`config.mk`:
```
export PLATFORM = sky130hd
export DESIGN_NAME = rsl_strap_latch
export DESIGN_NICKNAME = d
export VERILOG_FILES = /design/src/inc/rsl_pkg.sv /design/src/rsl_strap_latch.sv /design/src/rsl_mode_decode.sv
export VERILOG_INCLUDE_DIRS = /design/src /design/src/inc
export SDC_FILE = /design/constraint.sdc
export NUM_CORES = 1
export LEC_CHECK = 0
export ABC_AREA = 1
export BUFFER_PORTS_ARGS = -buffer_cell sky130_fd_sc_hd__buf_4
export CORE_MARGIN = 5
export CORE_UTILIZATION = 35
export DETAILED_ROUTE_END_ITERATION = 12
export PLACE_DENSITY = 0.8
export SLEW_MARGIN = 25
export SYNTH_ARGS = -nofsm -noshare
export SYNTH_HDL_FRONTEND = slang
export SYNTH_SLANG_ARGS = --single-unit
```
`constraint.sdc`:
```
create_clock -name ref_clk -period 1.4 [get_ports ref_clk]
set_input_delay 0.21 -clock ref_clk [delete_from_list [all_inputs] [get_ports ref_clk]]
set_output_delay 0.21 -clock ref_clk [all_outputs]
set_load 0.005 [all_outputs]
```
`src/inc/rsl_defines.svh`:
```
// Offsets, field positions, reset values and strap table for the strap latch.
// Assumes inclusion by bare name; holds definitions only.
`ifndef RSL_DEFINES_SVH
`define RSL_DEFINES_SVH

// Register byte offsets
`define RSL_CTRL_OFF        8'h00
`define RSL_MODES_OFF       8'h04
`define RSL_STATUS_OFF      8'h08

// Control register fields
`define RSL_CTRL_SOFT_BIT   0
`define RSL_CTRL_EEE_BIT    1

// Special modes register fields
`define RSL_MODES_ADDR_LSB  0
`define RSL_MODES_ADDR_MSB  4
`define RSL_MODES_IFM_BIT   5
`define RSL_MODES_MODE_LSB  6
`define RSL_MODES_MODE_MSB  8

// Status register fields
`define RSL_STAT_REGULATOR_OFF_STRAP_BIT 0
`define RSL_STAT_IRQSEL_BIT 1
`define RSL_STAT_STRAP_LSB  2
`define RSL_STAT_STRAP_MSB  4
`define RSL_STAT_EEEOK_BIT  5
`define RSL_STAT_HOLD_BIT   6

// Reset values
`define RSL_ADDR_RESET      5'h00
`define RSL_MODE_RESET      3'h0

// Strap mode table, one 3-bit entry {autoneg,duplex,speed} per strap code,
// entry 0 in the low bits; replace with the supplied encoding table.
`define RSL_MODE_TABLE      24'h000000

`endif

```
`src/inc/rsl_pkg.sv`:
```
// Types shared by the strap latch and its mode decoder.
// Assumes rsl_defines.svh is compiled alongside.
package rsl_pkg;

   typedef struct packed {
      logic [2:0] station_address_straps;
      logic [2:0] mode_straps;
      logic       reduced_interface_select;
      logic       regulator_off_strap;
      logic       irq_pin_function_select;
   } rsl_straps_type;

   typedef struct packed {
      logic autoneg;
      logic duplex;
      logic speed;
   } rsl_mode_type;

   typedef struct packed {
      logic [4:0]   station_address_field;
      logic         interface_mode_bit;
      rsl_mode_type mode;
   } rsl_cfg_type;

   typedef enum logic [1:0] {
      RSL_CAP_POR  = 2'b00,
      RSL_CAP_RUN  = 2'b01,
      RSL_CAP_HOLD = 2'b10
   } rsl_cap_state_type;

endpackage

```
`src/rsl_strap_latch.sv`:
```
// Configuration strap latch: captures board straps at power-on reset and
// at external pin reset, and keeps the resulting configuration state.
// Assumes straps and external_reset_n are synchronous to ref_clk, and rst
// is the internal power-on reset, asynchronous and active high.
//
// Functional notes
// RULE1 - All straps are captured after power-on reset and after pin reset; the regulator-off strap is captured at power-on only.
// RULE2 - The three address straps are stored at the end of reset, 000 open.
// RULE3 - Management frames are answered only when their address matches.
// RULE4 - The stored address is the transmit scrambler seed.
// RULE5 - Straps give addresses 0 to 7; larger ones need a software write.
// RULE6 - Software may write a new address, which is then used.
// RULE7 - Mode bits load from the mode straps on pin reset release.
// RULE8 - Soft reset keeps the mode bits and does not resample the straps.
// RULE9 - Software may write the mode bits and they take effect.
// RULE10 - Interface select latches at reset rise; low is MII, high reduced.
// RULE11 - The interface mode bit loads on pin reset release and reads back.
// RULE12 - Regulator-off is sampled at power-on; high disables the regulator.
// RULE13 - The shared pin is interrupt output or transmit-error input.
// RULE14 - Pin function select latches at power-on and pin reset release.
// RULE15 - Energy efficient mode needs the shared pin as transmit input.
// RULE16 - Strap mode codes decode through a separately supplied table.
`timescale 1ns/1ps
`include "rsl_defines.svh"

module rsl_strap_latch
   import rsl_pkg::*;
(
   // Clock and power-on reset
   input  wire logic         ref_clk,
   input  wire logic         rst,
   // External reset pin
   input  wire logic         external_reset_n,
   // Strap pins
   input  rsl_straps_type    straps,
   // Register port
   input  wire logic [7:0]   reg_addr,
   input  wire logic [31:0]  reg_wdata,
   input  wire logic         reg_wr,
   input  wire logic         reg_rd,
   output logic      [31:0]  reg_rdata,
   // Management frame address check
   input  wire logic         mgmt_frame_valid,
   input  wire logic [4:0]   mgmt_frame_addr,
   output logic              mgmt_addr_match,
   // Core configuration
   output rsl_cfg_type       cfg,
   output logic      [4:0]   scrambler_seed,
   output logic              regulator_enable,
   output logic              core_reset,
   output logic              soft_reset_pulse,
   output logic              energy_efficient_mode,
   // Shared interrupt / transmit-error pin
   input  wire logic         irq_request,
   input  wire logic         shared_pin_in,
   output logic              irq_out_n,
   output logic              shared_pin_oe_n,
   output logic              transmit_error_in,
   output logic              transmit_fifth_bit
);

   // Address decode, used for both reads and writes
   function automatic logic reg_hit(input logic [7:0] a, input logic [7:0] o);
      reg_hit = (a == o);
   endfunction

   rsl_cap_state_type state_reg;
   rsl_cap_state_type state_next;

   rsl_cfg_type       cfg_reg;
   rsl_cfg_type       cfg_next;
   logic [2:0]        strap_mode_reg;
   logic              regulator_off_reg;
   logic              irq_select_reg;
   logic              eee_enable_reg;
   logic              soft_reset_reg;
   logic              ext_n_reg;
   logic              load_pending_reg;
   logic [31:0]       rdata_reg;
   logic [31:0]       rdata_next;

   wire rsl_mode_type decoded_mode;
   wire logic         ext_rise;
   wire logic         capture_por;
   wire logic         capture_pin;
   wire logic         capture_any;
   wire logic         hit_ctrl;
   wire logic         hit_modes;
   wire logic         hit_status;
   wire logic         wr_ctrl;
   wire logic         wr_modes;
   wire logic         eee_allowed;
   wire logic [31:0]  ctrl_view;
   wire logic [31:0]  modes_view;
   wire logic [31:0]  status_view;

   // Rising edge of the external reset pin
   assign ext_rise = external_reset_n & ~ext_n_reg;

   // RULE1 both reset sources
   assign capture_por = (state_reg == RSL_CAP_POR);
   assign capture_pin = (state_reg == RSL_CAP_HOLD) & ext_rise;
   assign capture_any = capture_por | capture_pin;

   // Register decode
   assign hit_ctrl   = reg_hit(reg_addr, `RSL_CTRL_OFF);
   assign hit_modes  = reg_hit(reg_addr, `RSL_MODES_OFF);
   assign hit_status = reg_hit(reg_addr, `RSL_STATUS_OFF);
   assign wr_ctrl    = reg_wr & hit_ctrl;
   assign wr_modes   = reg_wr & hit_modes;

   // RULE16 strap decode
   rsl_mode_decode u_mode_decode
   (
      .ref_clk   (ref_clk),
      .rst       (rst),
      .mode_code (straps.mode_straps),
      .mode_out  (decoded_mode)
   );

   // Capture sequencer: the strap level is taken one clock after release,
   // so an asynchronous reset never loads a pin value directly.
   always_comb
   begin
      state_next = state_reg;
      unique case (state_reg)
         RSL_CAP_POR:
            state_next = external_reset_n ? RSL_CAP_RUN : RSL_CAP_HOLD;
         RSL_CAP_RUN:
            if (!external_reset_n)
               state_next = RSL_CAP_HOLD;
         RSL_CAP_HOLD:
            if (external_reset_n)
               state_next = RSL_CAP_RUN;
         default:
            state_next = RSL_CAP_POR;
      endcase
   end

   // Configuration next value
   always_comb
   begin
      cfg_next = cfg_reg;
      if (capture_any)
      begin
         // RULE2 address straps
         // RULE5 zero-extended 0..7
         cfg_next.station_address_field = {2'b00,
                                           straps.station_address_straps};
         // RULE10 interface latch
         // RULE11 interface mode bit
         cfg_next.interface_mode_bit = straps.reduced_interface_select;
      end
      else if (load_pending_reg)
      begin
         // RULE7 mode from straps
         cfg_next.mode = decoded_mode;
      end
      else if (wr_modes)
      begin
         // RULE6 software address
         cfg_next.station_address_field =
            reg_wdata[`RSL_MODES_ADDR_MSB:`RSL_MODES_ADDR_LSB];
         // RULE9 software mode
         cfg_next.mode =
            rsl_mode_type'(reg_wdata[`RSL_MODES_MODE_MSB:`RSL_MODES_MODE_LSB]);
      end
   end

   always_ff @(posedge ref_clk or posedge rst)
   begin
      if (rst)
      begin
         state_reg        <= RSL_CAP_POR;
         ext_n_reg        <= 1'b0;
         load_pending_reg <= 1'b0;
      end
      else
      begin
         state_reg        <= state_next;
         ext_n_reg        <= external_reset_n;
         load_pending_reg <= capture_any;
      end
   end

   // RULE8 soft reset leaves cfg
   always_ff @(posedge ref_clk or posedge rst)
   begin
      if (rst)
      begin
         cfg_reg.station_address_field <= `RSL_ADDR_RESET;
         cfg_reg.interface_mode_bit    <= 1'b0;
         cfg_reg.mode                  <= rsl_mode_type'(`RSL_MODE_RESET);
      end
      else
         cfg_reg <= cfg_next;
   end

   // Raw strap copies for status
   always_ff @(posedge ref_clk or posedge rst)
   begin
      if (rst)
         strap_mode_reg <= `RSL_MODE_RESET;
      else if (capture_any)
         strap_mode_reg <= straps.mode_straps;
   end

   // RULE12 regulator at power-on only
   always_ff @(posedge ref_clk or posedge rst)
   begin
      if (rst)
         regulator_off_reg <= 1'b0;
      else if (capture_por)
         regulator_off_reg <= straps.regulator_off_strap;
   end

   // RULE14 pin select latch
   always_ff @(posedge ref_clk or posedge rst)
   begin
      if (rst)
         irq_select_reg <= 1'b1;
      else if (capture_any)
         irq_select_reg <= straps.irq_pin_function_select;
   end

   // Control register; soft reset bit clears itself after one cycle
   always_ff @(posedge ref_clk or posedge rst)
   begin
      if (rst)
      begin
         eee_enable_reg <= 1'b0;
         soft_reset_reg <= 1'b0;
      end
      else
      begin
         soft_reset_reg <= wr_ctrl & reg_wdata[`RSL_CTRL_SOFT_BIT];
         if (wr_ctrl)
            eee_enable_reg <= reg_wdata[`RSL_CTRL_EEE_BIT];
      end
   end

   // Register read views; unused bits read as zero
   assign ctrl_view   = {30'h0000_0000, eee_enable_reg, soft_reset_reg};
   assign modes_view  = {23'h00_0000, cfg_reg.mode,
                         cfg_reg.interface_mode_bit,
                         cfg_reg.station_address_field};
   assign status_view = {25'h000_0000, ~(state_reg == RSL_CAP_RUN),
                         eee_allowed, strap_mode_reg,
                         irq_select_reg, regulator_off_reg};

   // Read data stands only in the cycle after the strobe
   always_comb
   begin
      rdata_next = 32'h0000_0000;
      if (reg_rd)
      begin
         if (hit_ctrl)
            rdata_next = ctrl_view;
         else if (hit_modes)
            rdata_next = modes_view;
         else if (hit_status)
            rdata_next = status_view;
      end
   end

   always_ff @(posedge ref_clk or posedge rst)
   begin
      if (rst)
         rdata_reg <= 32'h0000_0000;
      else
         rdata_reg <= rdata_next;
   end

   assign reg_rdata = rdata_reg;

   // RULE3 frame address match
   assign mgmt_addr_match = mgmt_frame_valid &
      (mgmt_frame_addr == cfg_reg.station_address_field);

   // RULE4 scrambler seed
   assign scrambler_seed = cfg_reg.station_address_field;

   // RULE7 datapath from register
   assign cfg = cfg_reg;

   assign regulator_enable = ~regulator_off_reg;
   assign core_reset       = ~(state_reg == RSL_CAP_RUN) | load_pending_reg;
   assign soft_reset_pulse = soft_reset_reg;

   // RULE15 needs transmit mode
   // Reduced interface also rules it out, since the extra pins are absent.
   assign eee_allowed = eee_enable_reg & ~irq_select_reg &
                        ~cfg_reg.interface_mode_bit;
   assign energy_efficient_mode = eee_allowed;

   // RULE13 shared pin function
   // Open-drain style: the pin is only pulled low, never driven high.
   assign irq_out_n          = 1'b0;
   assign shared_pin_oe_n    = ~(irq_select_reg & irq_request);
   assign transmit_error_in  = ~irq_select_reg & shared_pin_in &
                               ~cfg_reg.interface_mode_bit;
   assign transmit_fifth_bit = ~irq_select_reg & shared_pin_in &
                               cfg_reg.interface_mode_bit;

endmodule

```
`src/rsl_mode_decode.sv`:
```
// Maps a 3-bit mode strap code onto speed, duplex and auto-negotiation.
// Assumes the encoding table arrives through TABLE; output is registered.
`timescale 1ns/1ps
`include "rsl_defines.svh"

module rsl_mode_decode
   import rsl_pkg::*;
#(
   parameter logic [23:0] TABLE = `RSL_MODE_TABLE
)
(
   // Clock and reset
   input  wire logic         ref_clk,
   input  wire logic         rst,
   // Strap code in, decoded mode out
   input  wire logic [2:0]   mode_code,
   output rsl_mode_type      mode_out
);

   wire logic [2:0] entry;

   // RULE16 table lookup
   assign entry = TABLE[{mode_code, 2'b00} - {2'b00, mode_code} +: 3];

   always_ff @(posedge ref_clk or posedge rst)
   begin
      if (rst)
         mode_out <= rsl_mode_type'(`RSL_MODE_RESET);
      else
         mode_out <= rsl_mode_type'(entry);
   end

endmodule

```
Word level (Yosys, flattened, before mapping)
Cells that the tools add are included.
{"block": "totals", "regBits": 55, "input_bits": 62, "elab_cells": 68}
{"block": "classes", "addsub": 1, "eq_ne": 8, "shift": 1, "muxes": 13, "n_bitwise": 21, "n_reduce_logical": 7}
{"cell": "9-bit two-way mux", "n": 3}
{"cell": "24-bit by 6-bit indexed part select with 3-bit output (first input constant)", "n": 1}
{"cell": "5-bit two-way mux", "n": 3}
{"cell": "1-bit bitwise AND", "n": 12}
{"cell": "8-bit by 3-bit == test with 1-bit output (second input constant)", "n": 1}
{"cell": "8-bit by 4-bit == test with 1-bit output (second input constant)", "n": 1}
{"cell": "8-bit logical NOT", "n": 1}
{"cell": "7-bit two-way mux", "n": 1}
{"cell": "1-bit NOT", "n": 7}
{"cell": "2-bit two-way mux", "n": 3}
{"cell": "3-bit two-way mux", "n": 2}
{"cell": "2-bit case mux with 3 select lines", "n": 1}
{"cell": "2-bit AND reduction", "n": 3}
{"cell": "5-bit == test", "n": 1}
{"cell": "5-bit by 3-bit subtractor with 5-bit output", "n": 1}
{"cell": "2-bit != test (second input constant)", "n": 2}
{"cell": "2-bit nonzero test", "n": 2}
{"cell": "2-bit by 1-bit == test with 1-bit output (second input constant)", "n": 1}
{"cell": "2-bit == test (second input constant)", "n": 1}
{"cell": "2-bit logical NOT", "n": 1}
{"cell": "2-bit by 1-bit != test with 1-bit output (second input constant)", "n": 1}
{"cell": "1-bit bitwise OR", "n": 2}

Depth between registers and ports, before layout
{"block": "logic_depth", "ltp_word": 7, "mapped_depth": 8}

Hierarchy
A second synthesis with hierarchy kept.
{"block": "unflattened", "hier_cells": 221, "area_unflattened_um2": 1801.7}
{"mod": "rsl_strap_latch", "instances": 1, "cells_each": 217, "area_each_um2": 1775.5}
{"mod": "rsl_mode_decode", "instances": 1, "cells_each": 4, "area_each_um2": 26.3}

Least setup slack after synthesis
OpenSTA, ideal clock, no wires.
{"block": "synth_path", "kind": "register -> register", "startpoint": "register state_reg[0]", "endpoint": "register cfg_reg (netlist bit cfg[1])", "t_arrival_ns": 1.003, "required_time_ns": 1.283, "setup_slack_ns": 0.280, "path_stages_with_launch": 8, "period_less_slack_ns": 1.120, "path_cell_list": "dfrtp_1 > inv_2 > nand3b_4 > nand2_8 > inv_8 > buf_12 > nand3_1 > nand2_1"}
{"block": "synth_via", "elab_chain_len": 5, "word_cells_on_any_way": 6, "cone_classes": "eq/ne: 1; bitwise: 3; reduce/logical: 2"}
{"element": "from (decl)", "line_no": "rsl_strap_latch.sv:67", "source": "rsl_cap_state_type state_reg;"}
{"element": "from (signal assigned)", "line_no": "rsl_strap_latch.sv:180", "source": "state_reg <= state_next;"}
{"element": "2-bit == test", "line_no": "rsl_strap_latch.sv:102", "source": "assign capture_pin = (state_reg == RSL_CAP_HOLD) & ext_rise;"}
{"element": "1-bit bitwise AND", "line_no": "rsl_strap_latch.sv:102"}
{"element": "1-bit bitwise OR (*)", "line_no": "rsl_strap_latch.sv:103", "source": "assign capture_any = capture_por | capture_pin;"}
{"element": "named net capture_any", "line_no": "rsl_strap_latch.sv:86", "source": "wire logic capture_any;"}
{"element": "1-bit NOT (no source line) (*)"}
{"element": "2-bit AND reduction (no source line) (*)"}
{"element": "to (signal assigned)", "line_no": "rsl_strap_latch.sv:196", "source": "cfg_reg <= cfg_next;"}
{"element": "to (decl)", "line_no": "rsl_strap_latch.sv:70", "source": "rsl_cfg_type cfg_reg;"}
The timed path passes the listed nets; every way through them passes the cells marked *.
A chain may end at the register's enable or synchronous reset.

Worst setup path in the final report
{"block": "layout_path", "startpoint": "register cfg_reg (netlist bit scrambler_seed[0])", "endpoint": "output mgmt_addr_match"}
{"block": "layout_via", "elab_chain_len": 2}
{"element": "5-bit == test", "line_no": "rsl_strap_latch.sv:278", "source": "(mgmt_frame_addr == cfg_reg.station_address_field);"}
{"element": "1-bit bitwise AND", "line_no": "rsl_strap_latch.sv:277", "source": "assign mgmt_addr_match = mgmt_frame_valid &"}
{"element": "to (decl)", "line_no": "rsl_strap_latch.sv:45", "source": "output logic mgmt_addr_match,"}
Every way passes these cells.

==> impl_summary.log <==
INFO  metric run_status = finished, violations left
INFO  metric violated_checks = negative hold slack, negative setup slack
INFO  metric setup.worst_path.end_class = output pin
INFO  metric fin_worst_skew = 0.002761 ns
INFO  metric wire_per_inst = roughly 12 um
INFO  metric cap_violations = 0
INFO  metric clock_tree.root_cell = sky130_fd_sc_hd__clkbuf_8
INFO  metric dieArea = 0.006491 mm2
INFO  metric initial_antenna_violation_count = 0
INFO  metric pin_count = roughly 120
INFO  metric yosys_register_bits = 29
INFO  metric post_route_cells_drive_above_1_share = 0.3492
INFO  metric synthesis_to_layout_area_growth = 33.52%
INFO  metric drt_iter0_markers = 64
INFO  metric power.leakage = approximately 1.3 nW
INFO  metric core-area = 0.004786 mm2
INFO  metric detailedRoute.firstPassIterationCount = 4
INFO  metric max-clock-path-buffers = 2
INFO  metric finish.net_count = between 300 and 400
INFO  metric grt_pass1_wl = 6734 um
INFO  metric netlist.area_leader.share = 0.4020
INFO  metric power_dens_cells = 931.5 mW/mm2
INFO  metric ys_top_cells_by_area = sky130_fd_sc_hd__dfrtp_1 (40%), sky130_fd_sc_hd__nand2_1 (14%), sky130_fd_sc_hd__buf_4 (12%)
INFO  metric timing_max_transition_violations_final = 0
INFO  metric drtAntennaViolNets = 0
INFO  metric placed_cells = 350
INFO  metric largest_reg_flops = 9
INFO  metric hp-class = input pin to asynchronous set/reset pin
INFO  metric final.period_utilization = 1.035
INFO  metric ys_types = 28
INFO  metric number_of_inserted_filler_cells_in_the_final_layout = 483
INFO  metric post_place_setup_slack = 0.1620 ns
INFO  metric cts_tree = done
INFO  metric hpwl = 3414 um
INFO  metric fraction_of_the_yosys_area_taken_by_sequential_cells = 0.4171
INFO  metric final_area = 0.002327 mm2
INFO  metric antenna_cells_inserted = 0
INFO  metric grt_start_max_net_pins = 30
INFO  metric avgViaCountPerCell = 4.257
INFO  metric worst_path_max_fanout = 2
INFO  metric post-route-min-period = 1.449 ns
INFO  metric clk_pin_slew_worst_paths = 0.06 ns
INFO  metric numPortBuffers = 68
INFO  metric synth_top_cell_by_area = sky130_fd_sc_hd__dfrtp_1
INFO  metric worst_ep_required_time = 1.19 ns
INFO  metric critical-path-top-cell-by-count = sky130_fd_sc_hd__nor2_1
INFO  metric peakVddDrop = 0.5385 mV
INFO  metric setup-violations-final = 1
INFO  metric criticalPathCategory = flop to output pin
INFO  metric routabilityCongestion = a little under 0.9
INFO  metric die_x = 80.57 um
INFO  metric floorplan.initialDensity = 0.3642
INFO  metric critPathMaxStageDelay = 0.42 ns
INFO  metric grt_setup_unrepaired = yes
INFO  metric fin_util = 0.4863
INFO  metric final.hold.worst_slack = -0.007016 ns
INFO  metric pnr_worst_setup_slack = -0.04878 ns
INFO  metric syn-mean-instance-area = roughly 7.9 um2
INFO  metric grt_overflow = 0
INFO  metric grt_pass1_vias = about 1500
INFO  metric synthesis.instances = 220
INFO  metric grt.total_usage = 0.1348
INFO  metric worst-endpoint-arrival = 1.24 ns
INFO  metric placementRows = 25
INFO  metric drcViolationCount = 0
INFO  metric placedInstanceArea = 0.002201 mm2
INFO  metric cts_hold_buf = 0
INFO  metric clk_latency = 0.28 ns
INFO  metric critical-path-slowest-cell = sky130_fd_sc_hd__dfrtp_2
INFO  metric syn_area = 0.001743 mm2
INFO  metric route.final.wire_length = 4269 um
INFO  metric cts_inserted_buffers = 5
INFO  metric route.vias.total = 1541
INFO  metric critical_path.startpoint_type = flop
INFO  metric yosysWarnings = 0
INFO  metric layoutNonFillerInstCount = 362
INFO  metric htree_levels = 2
INFO  metric cts.sinks = 29
INFO  metric die_h = slightly above 80 um
INFO  metric cp_cell_sequence = inv_2 > o22ai_2 > nor2_1 > nand2_1 > nor2_1 > buf_4
INFO  metric clock.fmax = 0.6902 GHz
INFO  metric final_hold_viol_count = 16
==> critical path, delay by kind of cell (launching register included) <==
family                 cells  cell delay, ns
flip-flops                 1            0.42
AO/OA/AOI/OAI              1            0.06
buffers and inverters      2            0.18
AND/OR/NAND/NOR            3            0.29
==> area by class of cell <==
class	count	area [um2]	share of cell area
timing repair buffer	74	555.5	0.2387
inverter	26	105.1	0.04516
multi-input combinational	158	770.7	0.3312
clock buffer	6	72.57	0.03118
clock inverter	2	10.01	0.004301
tap	67	83.83	0.03602
sequential	29	729.5	0.3134
==> power by group <==
group | leakage, nW | total, mW | internal, mW | switching (mW)
sequential | 0.369 | 0.985 | 0.916 | 0.0694
combinational | 0.906 | 0.530 | 0.262 | 0.268
clock | 0.0450 | 0.653 | 0.343 | 0.309
==> per-stage QoR <==
| step | power [mW] | TNS (ns) |
|---|---|---|
| 2_1_floorplan | 1.298 | 0 |
| 3_3_place_gp | 1.475 | 0 |
| 3_5_place_dp | 1.493 | 0 |
| 4_1_cts | 2.195 | -0.04517 |
| 5_1_grt | 2.304 | -0.1428 |
| 6_report | 2.168 | -0.04878 |
==> what timing repair did <==
item / CTS / global route
resized for setup: 6 / 1
endpoints found under the setup margin: 3 / 1
setup buffers: 4 / 0
==> cell families (layout without fill, tap and decap cells) <==
logic type / after synthesis / in the layout / synth area share
and+or+nand+nor: 118 / 118 / 0.3338
AOI/OAI and AO/OA: 15 / 15 / 0.04523
xor gates and xnor gates: 1 / 1 / 0.005026
other: 1 / 24 / 0.002152
DFF: 29 / 29 / 0.4171
buffers and inverters: 56 / 108 / 0.1967
==> metal layers <==
metal | global-route usage | part of all wire | routed length, um
met1 | 0.1597 | 0.40 | 1711
met2 | 0.2210 | 0.48 | 2036
met3 | 0.03587 | 0.093 | 396
met4 | 0.07264 | 0.029 | 125
met5 | 0 | 0 | 0
==> cell usage in the layout, fill, tap and decap left out, types with 2 or more instances in the layout <==
cell type / n
sky130_fd_sc_hd__dfrtp_2: 2
sky130_fd_sc_hd__clkbuf_8: 5
sky130_fd_sc_hd__conb_1: 24
sky130_fd_sc_hd__a21oi_1: 9
sky130_fd_sc_hd__nand3_1: 18
sky130_fd_sc_hd__nand2_2: 2
sky130_fd_sc_hd__nand3_2: 2
sky130_fd_sc_hd__nand4_1: 2
sky130_fd_sc_hd__dfrtp_1: 26
sky130_fd_sc_hd__inv_2: 4
sky130_fd_sc_hd__o21ai_0: 3
sky130_fd_sc_hd__buf_4: 74
sky130_fd_sc_hd__nor2_4: 2
sky130_fd_sc_hd__inv_1: 21
sky130_fd_sc_hd__clkinv_2: 2
sky130_fd_sc_hd__nor2_1: 20
sky130_fd_sc_hd__nand2_1: 63
==> synthesized netlist by cell type <==
master / n
sky130_fd_sc_hd__a21oi_1: 9
sky130_fd_sc_hd__nand2_2: 2
sky130_fd_sc_hd__inv_1: 23
sky130_fd_sc_hd__nor3b_1: 1
sky130_fd_sc_hd__o21ai_0: 4
sky130_fd_sc_hd__nand4_1: 2
sky130_fd_sc_hd__nand3_4: 1
sky130_fd_sc_hd__nand2_8: 1
sky130_fd_sc_hd__nand3_2: 2
sky130_fd_sc_hd__nand3_1: 18
sky130_fd_sc_hd__nor2_4: 2
sky130_fd_sc_hd__nand2_4: 1
sky130_fd_sc_hd__nor2_8: 1
sky130_fd_sc_hd__inv_8: 1
sky130_fd_sc_hd__o22ai_1: 1
sky130_fd_sc_hd__buf_4: 29
sky130_fd_sc_hd__buf_12: 1
sky130_fd_sc_hd__nand2_1: 63
sky130_fd_sc_hd__inv_2: 2
sky130_fd_sc_hd__nand3b_4: 1
sky130_fd_sc_hd__nor2_1: 20
sky130_fd_sc_hd__conb_1: 1
sky130_fd_sc_hd__dfrtp_1: 28
sky130_fd_sc_hd__nor2_2: 1
sky130_fd_sc_hd__nor3_1: 2
sky130_fd_sc_hd__xor2_1: 1
sky130_fd_sc_hd__dfstp_2: 1
sky130_fd_sc_hd__a21boi_0: 1
==> path summary, 6_finish.rpt <==
| kind | from | end | slack, ns | cells past startpoint |
|---|---|---|---|---|
| max | scrambler_seed[0] | mgmt_addr_match | -0.05 | 6 |
| min | rst | reg_rdata[8] | -0.007 | 3 |
| max reg2reg | state_reg[0] | scrambler_seed[2] | 0.22 | 7 |
| min reg2reg | state_reg[1] | state_reg[1] | 0.47 | 1 |
| max in group asynchronous | rst | irq_select_reg | 1.10 | 3 |
| min in group ref_clk | external_reset_n | ext_n_reg | 0.08 | 1 |
Power figures use the tool's default switching activity.
